`src/common/acrz_pkg.sv`:
```
// Constants shared by the converter control register block.
package acrz_pkg;

  localparam int unsigned ADDR_W_DEF = 12;
  localparam int unsigned DATA_W     = 32;
  localparam int unsigned STRB_W     = 4;

  localparam logic [11:0] CCZ_OFFSET = 12'hf70;
  localparam logic [7:0]  CCZ_RESET  = 8'h00;

  localparam int unsigned START_BIT = 7;
  localparam int unsigned RSV_HI    = 6;
  localparam int unsigned REF_BIT   = 5;
  localparam int unsigned PWR_BIT   = 4;
  localparam int unsigned RSV_LO    = 3;
  localparam int unsigned SEL_LSB   = 0;
  localparam int unsigned SEL_W     = 3;

  localparam logic [1:0] RESP_OKAY   = 2'h0;
  localparam logic [1:0] RESP_DECERR = 2'h3;

endpackage : acrz_pkg

```
`src/common/acrz_reg_if.sv`:
```
// Register access strobes between the bus slave and the register logic.
`timescale 1ns/1ps
`default_nettype none
interface acrz_reg_if #(
  parameter int unsigned ADDR_W = 12
);
  logic              wr_en;
  logic [ADDR_W-1:0] wr_addr;
  logic [31:0]       wr_data;
  logic [3:0]        wr_strb;
  logic              wr_hit;
  logic              rd_en;
  logic [ADDR_W-1:0] rd_addr;
  logic [31:0]       rd_data;
  logic              rd_hit;

  modport bus (
    output wr_en, wr_addr, wr_data, wr_strb, rd_en, rd_addr,
    input  wr_hit, rd_data, rd_hit
  );
  modport regs (
    input  wr_en, wr_addr, wr_data, wr_strb, rd_en, rd_addr,
    output wr_hit, rd_data, rd_hit
  );
endinterface : acrz_reg_if
`default_nettype wire

```
`src/logic/acrz_axil_slave.sv`:
```
// AXI4-Lite slave front end that turns bus transfers into register strobes.
`timescale 1ns/1ps
`default_nettype none
module acrz_axil_slave #(
  parameter int unsigned ADDR_W = acrz_pkg::ADDR_W_DEF
) (
  input  wire logic              aclk,
  input  wire logic              aresetn,
  input  wire logic              awvalid,
  output logic                   awready,
  input  wire logic [ADDR_W-1:0] awaddr,
  input  wire logic              wvalid,
  output logic                   wready,
  input  wire logic [31:0]       wdata,
  input  wire logic [3:0]        wstrb,
  output logic                   bvalid,
  input  wire logic              bready,
  output logic [1:0]             bresp,
  input  wire logic              arvalid,
  output logic                   arready,
  input  wire logic [ADDR_W-1:0] araddr,
  output logic                   rvalid,
  input  wire logic              rready,
  output logic [31:0]            rdata,
  output logic [1:0]             rresp,
  acrz_reg_if.bus                regs
);
  import acrz_pkg::*;

  typedef struct packed {
    logic              aw_full;
    logic [ADDR_W-1:0] awaddr;
    logic              w_full;
    logic [31:0]       wdata;
    logic [3:0]        wstrb;
    logic              bvalid;
    logic [1:0]        bresp;
    logic              rvalid;
    logic [31:0]       rdata;
    logic [1:0]        rresp;
  } acrz_slv_state_t;

  acrz_slv_state_t s_ff;
  acrz_slv_state_t nxt_s;

  assign awready      = !s_ff.aw_full;
  assign wready       = !s_ff.w_full;
  assign arready      = !s_ff.rvalid;
  assign bvalid       = s_ff.bvalid;
  assign bresp        = s_ff.bresp;
  assign rvalid       = s_ff.rvalid;
  assign rdata        = s_ff.rdata;
  assign rresp        = s_ff.rresp;
  assign regs.wr_en   = s_ff.aw_full && s_ff.w_full && !s_ff.bvalid;
  assign regs.wr_addr = s_ff.awaddr;
  assign regs.wr_data = s_ff.wdata;
  assign regs.wr_strb = s_ff.wstrb;
  assign regs.rd_en   = arvalid && !s_ff.rvalid;
  assign regs.rd_addr = araddr;

  // Address and data are held independently, so either may arrive first.
  always_comb begin
    nxt_s = s_ff;
    if (awvalid && awready) begin
      nxt_s.aw_full = 1'b1;
      nxt_s.awaddr  = awaddr;
    end
    if (wvalid && wready) begin
      nxt_s.w_full = 1'b1;
      nxt_s.wdata  = wdata;
      nxt_s.wstrb  = wstrb;
    end
    if (s_ff.bvalid && bready) begin
      nxt_s.bvalid = 1'b0;
    end
    if (regs.wr_en) begin
      nxt_s.aw_full = 1'b0;
      nxt_s.w_full  = 1'b0;
      nxt_s.bvalid  = 1'b1;
      nxt_s.bresp   = regs.wr_hit ? RESP_OKAY : RESP_DECERR;
    end
    if (regs.rd_en) begin
      nxt_s.rvalid = 1'b1;
      nxt_s.rdata  = regs.rd_data;
      nxt_s.rresp  = regs.rd_hit ? RESP_OKAY : RESP_DECERR;
    end else if (s_ff.rvalid && rready) begin
      nxt_s.rvalid = 1'b0;
    end
  end

  always_ff @(posedge aclk) begin
    if (!aresetn) begin
      s_ff <= '0;
    end else begin
      s_ff <= nxt_s;
    end
  end

endmodule : acrz_axil_slave
`default_nettype wire

```
`src/logic/acrz_top.sv`:
```
// Converter control register zero with its conversion start and busy logic.
// Summary of operation
// - Writing one to start with power enable one launches a conversion when idle; start reads one while busy.
// - Writing zero to start does nothing; start reads zero when idle.
// - Reference bit one enables internal reference; zero selects external one.
// - Power enable bit zero powers converter down; one enables conversions.
// - Three-bit select field picks analog input zero through seven.
`timescale 1ns/1ps
`default_nettype none
module acrz_top #(
  parameter int unsigned ADDR_W = acrz_pkg::ADDR_W_DEF
) (
  input  wire logic                           aclk,
  input  wire logic                           aresetn,
  input  wire logic                           awvalid,
  output logic                                awready,
  input  wire logic [ADDR_W-1:0]              awaddr,
  input  wire logic [2:0]                     awprot,
  input  wire logic                           wvalid,
  output logic                                wready,
  input  wire logic [acrz_pkg::DATA_W-1:0]    wdata,
  input  wire logic [acrz_pkg::STRB_W-1:0]    wstrb,
  output logic                                bvalid,
  input  wire logic                           bready,
  output logic [1:0]                          bresp,
  input  wire logic                           arvalid,
  output logic                                arready,
  input  wire logic [ADDR_W-1:0]              araddr,
  input  wire logic [2:0]                     arprot,
  output logic                                rvalid,
  input  wire logic                           rready,
  output logic [acrz_pkg::DATA_W-1:0]         rdata,
  output logic [1:0]                          rresp,
  input  wire logic                           conversion_done,
  output logic                                conversion_start,
  output logic                                conversion_busy,
  output logic                                internal_reference_enable,
  output logic                                converter_power_enable,
  output logic [acrz_pkg::SEL_W-1:0]          analog_input_select
);
  import acrz_pkg::*;

  if (ADDR_W < 12 || ADDR_W > 32) begin : g_addr_check
    $error("ADDR_W must lie between 12 and 32 to reach the register.");
  end

  localparam logic [ADDR_W-1:0] REG_ADDR = ADDR_W'(CCZ_OFFSET);

  typedef struct packed {
    logic             busy;
    logic             rsv_hi;
    logic             ref_en;
    logic             pwr_en;
    logic             rsv_lo;
    logic [SEL_W-1:0] sel;
    logic             start_pulse;
    logic             done_s1;
    logic             done_s2;
    logic             done_s3;
    logic             done_lvl;
  } acrz_state_t;

  acrz_state_t s_ff;
  acrz_state_t nxt_s;

  acrz_reg_if #(.ADDR_W(ADDR_W)) regs ();

  acrz_axil_slave #(
    .ADDR_W (ADDR_W)
  ) u_slave (
    .aclk    (aclk),
    .aresetn (aresetn),
    .awvalid (awvalid),
    .awready (awready),
    .awaddr  (awaddr),
    .wvalid  (wvalid),
    .wready  (wready),
    .wdata   (wdata),
    .wstrb   (wstrb),
    .bvalid  (bvalid),
    .bready  (bready),
    .bresp   (bresp),
    .arvalid (arvalid),
    .arready (arready),
    .araddr  (araddr),
    .rvalid  (rvalid),
    .rready  (rready),
    .rdata   (rdata),
    .rresp   (rresp),
    .regs    (regs.bus)
  );

  logic       wr_reg;
  logic       done_evt;
  logic       start_ok;
  logic [7:0] reg_value;

  assign regs.wr_hit = regs.wr_addr[ADDR_W-1:2] == REG_ADDR[ADDR_W-1:2];
  assign regs.rd_hit = regs.rd_addr[ADDR_W-1:2] == REG_ADDR[ADDR_W-1:2];
  assign wr_reg      = regs.wr_en && regs.wr_hit && regs.wr_strb[0];

  // The busy flag sits in the start position of the read value.
  assign reg_value = {s_ff.busy, s_ff.rsv_hi, s_ff.ref_en, s_ff.pwr_en,
                      s_ff.rsv_lo, s_ff.sel};
  assign regs.rd_data = regs.rd_hit ? {24'h000000, reg_value} : 32'h00000000;

  // The finish level counts only once the second and third stages agree.
  assign done_evt = s_ff.done_s2 && s_ff.done_s3 && !s_ff.done_lvl;

  // A start needs an idle converter and power left on by the same write.
  assign start_ok = wr_reg && regs.wr_data[START_BIT] && !s_ff.busy &&
                    regs.wr_data[PWR_BIT];

  always_comb begin
    nxt_s             = s_ff;
    nxt_s.start_pulse = 1'b0;
    nxt_s.done_s1     = conversion_done;
    nxt_s.done_s2     = s_ff.done_s1;
    nxt_s.done_s3     = s_ff.done_s2;
    if (s_ff.done_s2 == s_ff.done_s3) begin
      nxt_s.done_lvl = s_ff.done_s3;
    end
    if (done_evt) begin
      nxt_s.busy = 1'b0;
    end
    if (wr_reg) begin
      nxt_s.rsv_hi = regs.wr_data[RSV_HI];
      nxt_s.ref_en = regs.wr_data[REF_BIT];
      nxt_s.pwr_en = regs.wr_data[PWR_BIT];
      nxt_s.rsv_lo = regs.wr_data[RSV_LO];
      nxt_s.sel    = regs.wr_data[SEL_LSB +: SEL_W];
      if (!regs.wr_data[PWR_BIT]) begin
        nxt_s.busy = 1'b0;
      end
    end
    // A start in the cycle that a finish clears busy is refused, as start_ok still sees busy.
    if (start_ok) begin
      nxt_s.busy        = 1'b1;
      nxt_s.start_pulse = 1'b1;
    end
  end

  always_ff @(posedge aclk) begin
    if (!aresetn) begin
      s_ff <= '0;
    end else begin
      s_ff <= nxt_s;
    end
  end

  assign conversion_start          = s_ff.start_pulse;
  assign conversion_busy           = s_ff.busy;
  assign internal_reference_enable = s_ff.ref_en;
  assign converter_power_enable    = s_ff.pwr_en;
  assign analog_input_select       = s_ff.sel;
endmodule : acrz_top
`default_nettype wire

```
`config.mk`:
```
export PLATFORM = sky130hd
export DESIGN_NAME = acrz_top
export DESIGN_NICKNAME = d
export VERILOG_FILES = /design/src/common/acrz_pkg.sv /design/src/common/acrz_reg_if.sv /design/src/logic/acrz_axil_slave.sv /design/src/logic/acrz_top.sv
export SDC_FILE = /design/constraint.sdc
export NUM_CORES = 1
export LEC_CHECK = 0
export ABC_AREA = 1
export CORE_UTILIZATION = 60
export CTS_BUF_LIST = sky130_fd_sc_hd__clkbuf_2 sky130_fd_sc_hd__clkbuf_4 sky130_fd_sc_hd__clkbuf_8
export DETAILED_ROUTE_END_ITERATION = 16
export DONT_BUFFER_PORTS = 1
export GPL_ROUTABILITY_DRIVEN = 0
export PLACE_DENSITY = 0.79
export SLEW_MARGIN = 20
export SYNTH_ARGS = -nofsm -noshare
export SYNTH_HDL_FRONTEND = slang
export SYNTH_HIERARCHICAL = 1
export SYNTH_SLANG_ARGS = --single-unit
export TNS_END_PERCENT = 100
```
`constraint.sdc`:
```
create_clock -name aclk -period 1.1 [get_ports aclk]
set_input_delay 0.055 -clock aclk [delete_from_list [all_inputs] [get_ports aclk]]
set_output_delay 0.055 -clock aclk [all_outputs]
set_load 0.03 [all_outputs]
```
==> results of run 1 <==
==> worst paths after layout <==
check	end	depth (start not counted)	slack (ns)
worst min-delay path	u_slave/bresp[0]	2	-0.15
worst max-delay path	conversion_busy	7	-0.06
worst max register to register	conversion_busy	7	-0.06
worst min register to register	s_ff[0]	2	0.47
==> through the flow <==
stage / power (mW) / worst slack [ns]
6_report: 5.830 / -0.05534
2_1_floorplan: 3.804 / -0.03339
3_3_place_gp: 3.716 / -0.1008
3_5_place_dp: 3.743 / -0.1116
4_1_cts: 5.835 / -0.07843
5_1_grt: 6.096 / -0.1434
==> registers in the layout, summed over array words and instances, names as in the netlist <==
signal                     flops
u_slave/rdata                 32
u_slave/regs.wr_addr          10
u_slave/regs.wr_data           8
analog_input_select            3
nxt_s                          2
reg_value                      2
s_ff                           2
u_slave/s_ff                   2
conversion_busy                1
conversion_start               1
converter_power_enable         1
internal_reference_enable      1
u_slave/bresp                  1
u_slave/bvalid                 1
u_slave/regs.wr_strb           1
u_slave/rresp                  1
u_slave/rvalid                 1
==> power by group through the flow <==
stage	logic [mW]	clock network [mW]	registers (mW)
after floorplan	0.946	0	2.86
after global placement	0.850	0	2.87
after detailed placement	0.868	0	2.88
after CTS	0.888	2.13	2.82
after global routing	1.01	2.23	2.85
final	0.925	2.08	2.83
==> critical path, delay by kind of cell (launching register included) <==
kind | cells | cell delay (ns)
and+or+nand+nor | 6 | 0.67
DFF | 1 | 0.34
buffers and inverters | 1 | 0.09
==> layer usage <==
metal | vias up | global-route usage | wire length, microns
met1 | 1033 | 0.2075 | 2349
met5 | - | 0 | 0
li1 | 1249 | - | -
met2 | 60 | 0.3532 | 2665
met3 | 9 | 0.03952 | 247
met4 | 0 | 0.1192 | 111
==> final cells by class <==
| class | count | area, sq um |
|---|---|---|
| inverters | 29 | 123.9 |
| fillers | 437 | 1644 |
| repair buffers | 61 | 523.0 |
| clock buffers | 12 | 158.9 |
| multi-input cells | 266 | 1244 |
| flip-flops and latches | 70 | 1411 |
| clock inverters | 4 | 45.04 |
| well taps | 70 | 87.58 |
==> timing repair <==
item	in CTS	in global routing
hold endpoints to repair	70	67
gates resized for setup	4	24
buffers inserted	1	4
cloned	1	0
pin swaps	4	6
endpoints found under the setup margin	10	22
==> flow_summary.toml, run 1 <==
[status]
outcome = "complete, but fails checks"
violations = "negative hold slack, negative setup slack"

[floorplan]
die_h_microns = 76.48
start_util = 0.6355
die_area_sq_mm = 0.005849
std_cell_rows = 26
fp.dieW_microns = 76.48
io_pins = 122
coreArea_sq_mm = 0.005238

[power]
p_sw_mw = 1.563
power_density_mw_per_mm2 = 1622
switching_share = 0.2681
intPower_mw = 4.267
p_comb_frac = 0.159
max-vdd-ir-drop_mv = 0.9350
p_leak_nw = 1.688
pwr-share-clk = 0.356
p_seq_frac = 0.485

[clocking]
clk_latency_ns = 0.33
clk_path_buf_depth = 2
cts_sinks = 70
postCtsHoldBufs = 3
clockRootBuffer = "clkbuf_8"
cts_buffers = 9
cts_tree = "yes"
cts.htree.levels = 3
path_clk_slew_ns = 0.07

[grt]
grt_pass1_wl_microns = 8901
grt_util_all_layers = 0.1954
antenna_found_initial = 0
grt_max_degree = 70
grt_pass1_vias = 2106
overflow = 0

[critical_path]
worstPathArrival_ns = 1.44
critPathMostFrequentCell = "nand2_2"
cp.required_ns = 1.38
end_kind = "register"
start_kind = "register"
slowest_delay_ns = 0.34
worstSetupPathType = "reg -> reg"
path_cells = "nand2_2 > nor2_4 > nand2_2 > inv_4 > nand4_4 > or2_0 > nand2_1"
worstSetupStartpoint = "u_slave/s_ff[87]"
reg2reg_from = "u_slave/s_ff[87]"
critPathMaxFanout = 8
slowest_stage = "dfxtp_2"

[route]
drc = 0
dr.first_iter.drc_count = 85
num_vias = 2351
routed_wl_microns = 5374
drtPass1Iterations = 4
wl_per_cell_microns = 10.50
final_antenna_net_count = 0
vias_per_cell = 4.592

[timing]
setup-tns-final_ns = -0.1538
holdWs_ns = -0.1538
rsz0062_at_grt = "true"
fmax_mhz = 865.5
fin_ws_ns = -0.05534
setup-violations-final = 7
fin_crit_sh = 1.050
hold_violations = 67
fin_crit_ns = 1.155
slew_violations = 0
finClkSkew_ns = 0.005950

[finish]
final_common_cell = "nor2_1"
final_util = 0.6861
drive_above_1_share = 0.2692
fin_cells = 512
antenna_cells = 0
area_growth_pct = 7.970
fin_nets = 512
design_area_sq_mm = 0.003593
final_cell_mix = "nor2_1 (122), dfxtp_1 (62), buf_4 (52)"

[synth]
synthCells = 434
synth_area_sq_mm = 0.003328
yosys_warnings = 6
postSynthAreaPerCell_sq_um = 7.669

[hold_path]
hp-start = "aresetn"
hold_class = "in -> reg"

[placed_design]
io_buffers = 0
dp_cells = 487
hpwl_microns = 3476
dpl_cell_area_sq_mm = 0.003213

[flow_run]
maxCapViolCount = 0
Note: power is estimated with default switching activity, not from simulation.
==> run 2: changes to the inputs <==
--- a/constraint.sdc
+++ b/constraint.sdc
@@ -3,2 +3,2 @@
 set_output_delay 0.055 -clock aclk [all_outputs]
-set_load 0.03 [all_outputs]
+set_load 0.1 [all_outputs]
==> run 2 against run 1 <==
The run still ends with negative hold slack, negative setup slack left. Core utilization up 1.7 points. Hold slack worse by 0.015 ns. Clock-buffer cell count unchanged. Non-clock buffer count down 1. Critical endpoint unchanged. Highest routed layer unchanged.
==> flow_summary.toml, run 2 (synthesized netlist as in run 1, its figures left out) <==
[status]
outcome = "complete, but fails checks"
violations = "negative hold slack, negative setup slack"

[timing]
holdWs_ns = -0.1683
fin_crit_sh = 1.062
setup-violations-final = 6
slew_violations = 0
fin_ws_ns = -0.06797
fin_crit_ns = 1.168
rsz0062_at_grt = "true"
hold_violations = 67
fmax_mhz = 856.2
finClkSkew_ns = 0.008574

[clocking]
path_clk_slew_ns = 0.07
cts_tree = "yes"
clk_path_buf_depth = 2
postCtsHoldBufs = 4
cts.htree.levels = 3
clockRootBuffer = "clkbuf_8"
cts_buffers = 9
clk_latency_ns = 0.34
cts_sinks = 70

[route]
drc = 0
routed_wl_microns = 5638
wl_per_cell_microns = 11.03
num_vias = 2374
final_antenna_net_count = 0
drtPass1Iterations = 5
dr.first_iter.drc_count = 124
vias_per_cell = 4.646

[critical_path]
end_kind = "register"
reg2reg_slack_ns = -0.07
reg2reg_to = "conversion_busy"
start_kind = "register"
reg2reg_from = "u_slave/s_ff[87]"
worstSetupPathType = "reg -> reg"
worstPathArrival_ns = 1.45
reg2reg_depth = 7
critPathMaxFanout = 8
cp.required_ns = 1.38

[power]
intPower_mw = 4.304
power_density_mw_per_mm2 = 1768
p_sw_mw = 2.203
p_seq_frac = 0.436
max-vdd-ir-drop_mv = 1.093
pwr-share-clk = 0.319
p_leak_nw = 1.708
finalPower_mw = 6.507
p_comb_frac = 0.245
switching_share = 0.3386

[grt]
overflow = 0
antenna_found_initial = 0
grt_util_all_layers = 0.2046
grt_pass1_vias = 2100
grt_pass1_wl_microns = 9418
grt_max_degree = 70

[floorplan]
coreArea_sq_mm = 0.005238
fp.dieW_microns = 76.48
die_h_microns = 76.48
die_area_sq_mm = 0.005849
std_cell_rows = 26
start_util = 0.6355
io_pins = 122

[hold_path]
hold_class = "in -> reg"
min_path_cells = 2
min_delay_worst_endpoint = "u_slave/regs.wr_addr[8]"
hp-start = "aresetn"

[finish]
fill_cells = 435
drive_above_1_share = 0.2834
fin_nets = 511
final_cell_mix = "nor2_1 (122), dfxtp_1 (55), buf_4 (45)"
area_growth_pct = 10.60
final_util = 0.7028
largest_reg_flops = 32
register_area_sq_mm = 0.001430
multi_input_area_sq_mm = 0.001259
antenna_cells = 0
final_common_cell = "nor2_1"

[placed_design]
hpwl_microns = 3661
io_buffers = 0

[flow_run]
maxCapViolCount = 0
[run 2: cell types whose count changed in the layout (fill, tap and decap cells not counted), moves of 3 or more]
cell,previous run,this run
o21ai_1,33,39
dfxtp_1,62,55
dfxtp_2,8,11
dfxtp_4,0,4
buf_4,52,45
inv_2,6,3
buf_6,2,5
o21ai_0,19,12
[run 2: cell type report]
cell class,instances,share of cell area
multi-input combinational,266,0.3419
timing repair buffer,60,0.1506
sequential,70,0.3885
inverter,29,0.03977
tap,70,0.02379
clock buffer,12,0.04317
clock inverter,4,0.01224
[run 2: per-layer routing]
| layer | global-route usage | routed length (microns) |
|---|---|---|
| met1 | 0.2442 | 2454 |
| met2 | 0.3423 | 2783 |
| met3 | 0.03713 | 278 |
| met4 | 0.1212 | 122 |
| met5 | 0 | 0 |
[run 2: stage by stage]
stage	std cells	instance area [sq um]	TNS, ns	setup slack, ns
after global routing	511	3681	-0.9100	-0.1528
after floorplan	457	3493	-1.276	-0.07120
after global placement	487	3281	-0.2403	-0.07077
after CTS	508	3598	-0.2133	-0.05354
after detailed placement	487	3281	-0.2625	-0.08103
final	511	3681	-0.1718	-0.06797
[run 2: timing repair]
action | in CTS | in global routing
buffers inserted | 0 | 3
gates resized for setup | 18 | 21
pin swaps | 6 | 6
cloned | 1 | 0
hold endpoints to repair | 70 | 67
endpoints found under the setup margin | 13 | 23
[run 2: worst max-delay path by stage]
stage | startpoint | end | cells past startpoint
finish | u_slave/s_ff[87] | conversion_busy | 7
global route | u_slave/s_ff[87] | conversion_busy | 7
CTS | u_slave/s_ff[87] | conversion_busy | 7
detailed placement | u_slave/s_ff[74] | conversion_busy | 7
global placement | u_slave/s_ff[74] | conversion_busy | 7
floorplan | u_slave/bvalid | internal_reference_enable | 7
[run 2: worst max-delay path, stage by stage, from the launching register on]
cell and delay [ns]:
dfxtp_2 0.34, nand2_2 0.07, nor2_4 0.10, nand2_2 0.08
inv_4 0.09, nand4_4 0.13, or2_1 0.24, nand2_1 0.05
[run 2: power groups by stage]
stage	clock network, mW	registers (mW)	logic (mW)
2_1_floorplan	0	2.88	1.56
6_report	2.08	2.84	1.59
3_3_place_gp	0	2.87	1.48
4_1_cts	2.14	2.83	1.56
3_5_place_dp	0	2.88	1.50
5_1_grt	2.29	2.86	1.68
==> run 3: changes to the inputs <==
--- a/constraint.sdc
+++ b/constraint.sdc
@@ -3,2 +3,2 @@
 set_output_delay 0.055 -clock aclk [all_outputs]
-set_load 0.1 [all_outputs]
+set_load 0.005 [all_outputs]
==> run 3 against run 2 <==
The run still ends with negative hold slack, negative setup slack left. Clock-buffer cell count is the same. Cell count shrank 8.4%. Combinational power shrank 67%. Power shrank 21%. Critical path type unchanged. Critical endpoint unchanged. Largest power group unchanged.
==> flow_summary.toml, run 3 (synthesized netlist as in run 1, its figures left out) <==
[status]
outcome = "complete, but fails checks"
violations = "negative hold slack, negative setup slack"

[grt]
grt_max_degree = 70
antenna_found_initial = 0
grt_pass1_vias = 1950
grt_util_all_layers = 0.1917
overflow = 0
grt_pass1_wl_microns = 8735

[critical_path]
start_kind = "register"
slowest_stage = "dfxtp_1"
reg2reg_depth = 5
worstSetupPathType = "reg -> reg"
critPathMaxFanout = 8
cp_num_cells = 5
cp.required_ns = 1.38
path_buf_inv = 0
reg2reg_slack_ns = -0.09
reg2reg_to = "conversion_busy"
reg2reg_from = "u_slave/regs.wr_addr[5]"
worstPathArrival_ns = 1.48
end_kind = "register"
path_cells = "nand2_1 > nor2_4 > nand4_4 > or2_0 > nand2_1"
critPathMostFrequentCell = "nand2_1"
slowest_delay_ns = 0.33
critical_path.top_delay_family = "simple AND/OR/NAND/NOR gates"

[route]
drc = 0
drtPass1Iterations = 4
wl_per_cell_microns = 11.35
routed_wl_microns = 5311
final_antenna_net_count = 0
vias_per_cell = 4.673
dr.first_iter.drc_count = 94
num_vias = 2187

[timing]
fmax_mhz = 837.2
fin_crit_ns = 1.194
fin_ws_ns = -0.09441
holdWs_ns = -0.1634
finClkSkew_ns = 0.008858
slew_violations = 0
hold_violations = 67
setup-tns-final_ns = -0.3277
setup-violations-final = 9
fin_crit_sh = 1.086
rsz0062_at_grt = "true"

[placed_design]
post-place-ws_ns = -0.1746
io_buffers = 0
hpwl_microns = 3323

[floorplan]
start_util = 0.6355
fp.dieW_microns = 76.48
io_pins = 122
die_area_sq_mm = 0.005849
die_h_microns = 76.48
std_cell_rows = 26
coreArea_sq_mm = 0.005238

[hold_path]
hold_class = "in -> reg"
min_delay_worst_endpoint = "analog_input_select[1]"
min_path_cells = 2
hp-start = "aresetn"

[finish]
fin_nets = 470
drive_above_1_share = 0.1759
final_cell_mix = "nor2_1 (122), dfxtp_1 (64), o21ai_1 (39)"
largest_reg_flops = 32
antenna_cells = 0
area_growth_pct = -3.684
final_common_cell = "nor2_1"

[power]
p_seq_frac = 0.555
p_comb_frac = 0.101
max-vdd-ir-drop_mv = 0.8595
intPower_mw = 3.841
p_leak_nw = 1.434
switching_share = 0.2512
p_sw_mw = 1.288
power_density_mw_per_mm2 = 1600
pwr-share-clk = 0.344

[clocking]
clk_latency_ns = 0.34
cts_buffers = 9
cts_sinks = 70
cts_tree = "yes"
clk_path_buf_depth = 2
clockRootBuffer = "clkbuf_8"
cts.htree.levels = 3
path_clk_slew_ns = 0.07

[flow_run]
maxCapViolCount = 0
-- run 3: area by class of cell --
class	count	area (sq um)
clock buffer	12	152.6
clock inverter	2	10.01
fill	449	2032
inverter	29	123.9
multi-input combinational	266	1234
sequential	70	1409
tap	70	87.58
timing repair buffer	19	188.9
-- run 3: metal layers --
metal  GRT usage  share of wire
met1      0.2071           0.44
met4     0.09808          0.015
met5           0              0
met3     0.07545          0.059
met2      0.3234           0.49
-- run 3: worst max path at each step --
stage	slack, ns	startpoint	to
final	-0.09	u_slave/regs.wr_addr[5]	conversion_busy
after global routing	-0.19	u_slave/s_ff[74]	conversion_busy
after CTS	-0.11	u_slave/s_ff[87]	conversion_busy
after detailed placement	-0.17	u_slave/s_ff[87]	conversion_busy
after global placement	-0.11	u_slave/s_ff[87]	conversion_busy
after floorplan	-0.03	u_slave/s_ff[87]	analog_input_select[0]
-- run 3: through the flow --
stage	utilization	hold WS [ns]	std cells	power, mW	area [sq um]
finish	0.6120	-0.1634	468	5.129	3206
global route	0.6120	-0.1851	468	5.377	3206
CTS	0.5968	-0.1776	464	5.164	3126
detailed placement	0.5528	0.1611	445	3.378	2895
global placement	0.5528	0.1582	445	3.355	2895
floorplan	-	0.1526	457	3.577	3420
-- run 3: worst reg2reg max path: stages (launching register included) --
cell	delay [ns]
dfxtp_1	0.33
nand2_1	0.11
nor2_4	0.21
nand4_4	0.19
or2_0	0.24
nand2_1	0.06
-- run 3: power by group through the flow --
stage               Combinational (mW)  Sequential (mW)  Clock (mW)
floorplan                        0.727             2.85           0
global placement                 0.465             2.89           0
detailed placement               0.479             2.90           0
CTS                              0.499             2.85        1.82
global route                     0.604             2.87        1.91
finish                           0.519             2.85        1.76
-- run 3: what timing repair did --
action | in CTS | in global routing
setup buffers | 1 | 3
hold buffers | 3 | 1
setup endpoints to repair | 10 | 26
cloned | 1 | 0
hold endpoints to repair | 70 | 67
pin swaps | 8 | 10
gates resized for setup | 6 | 27
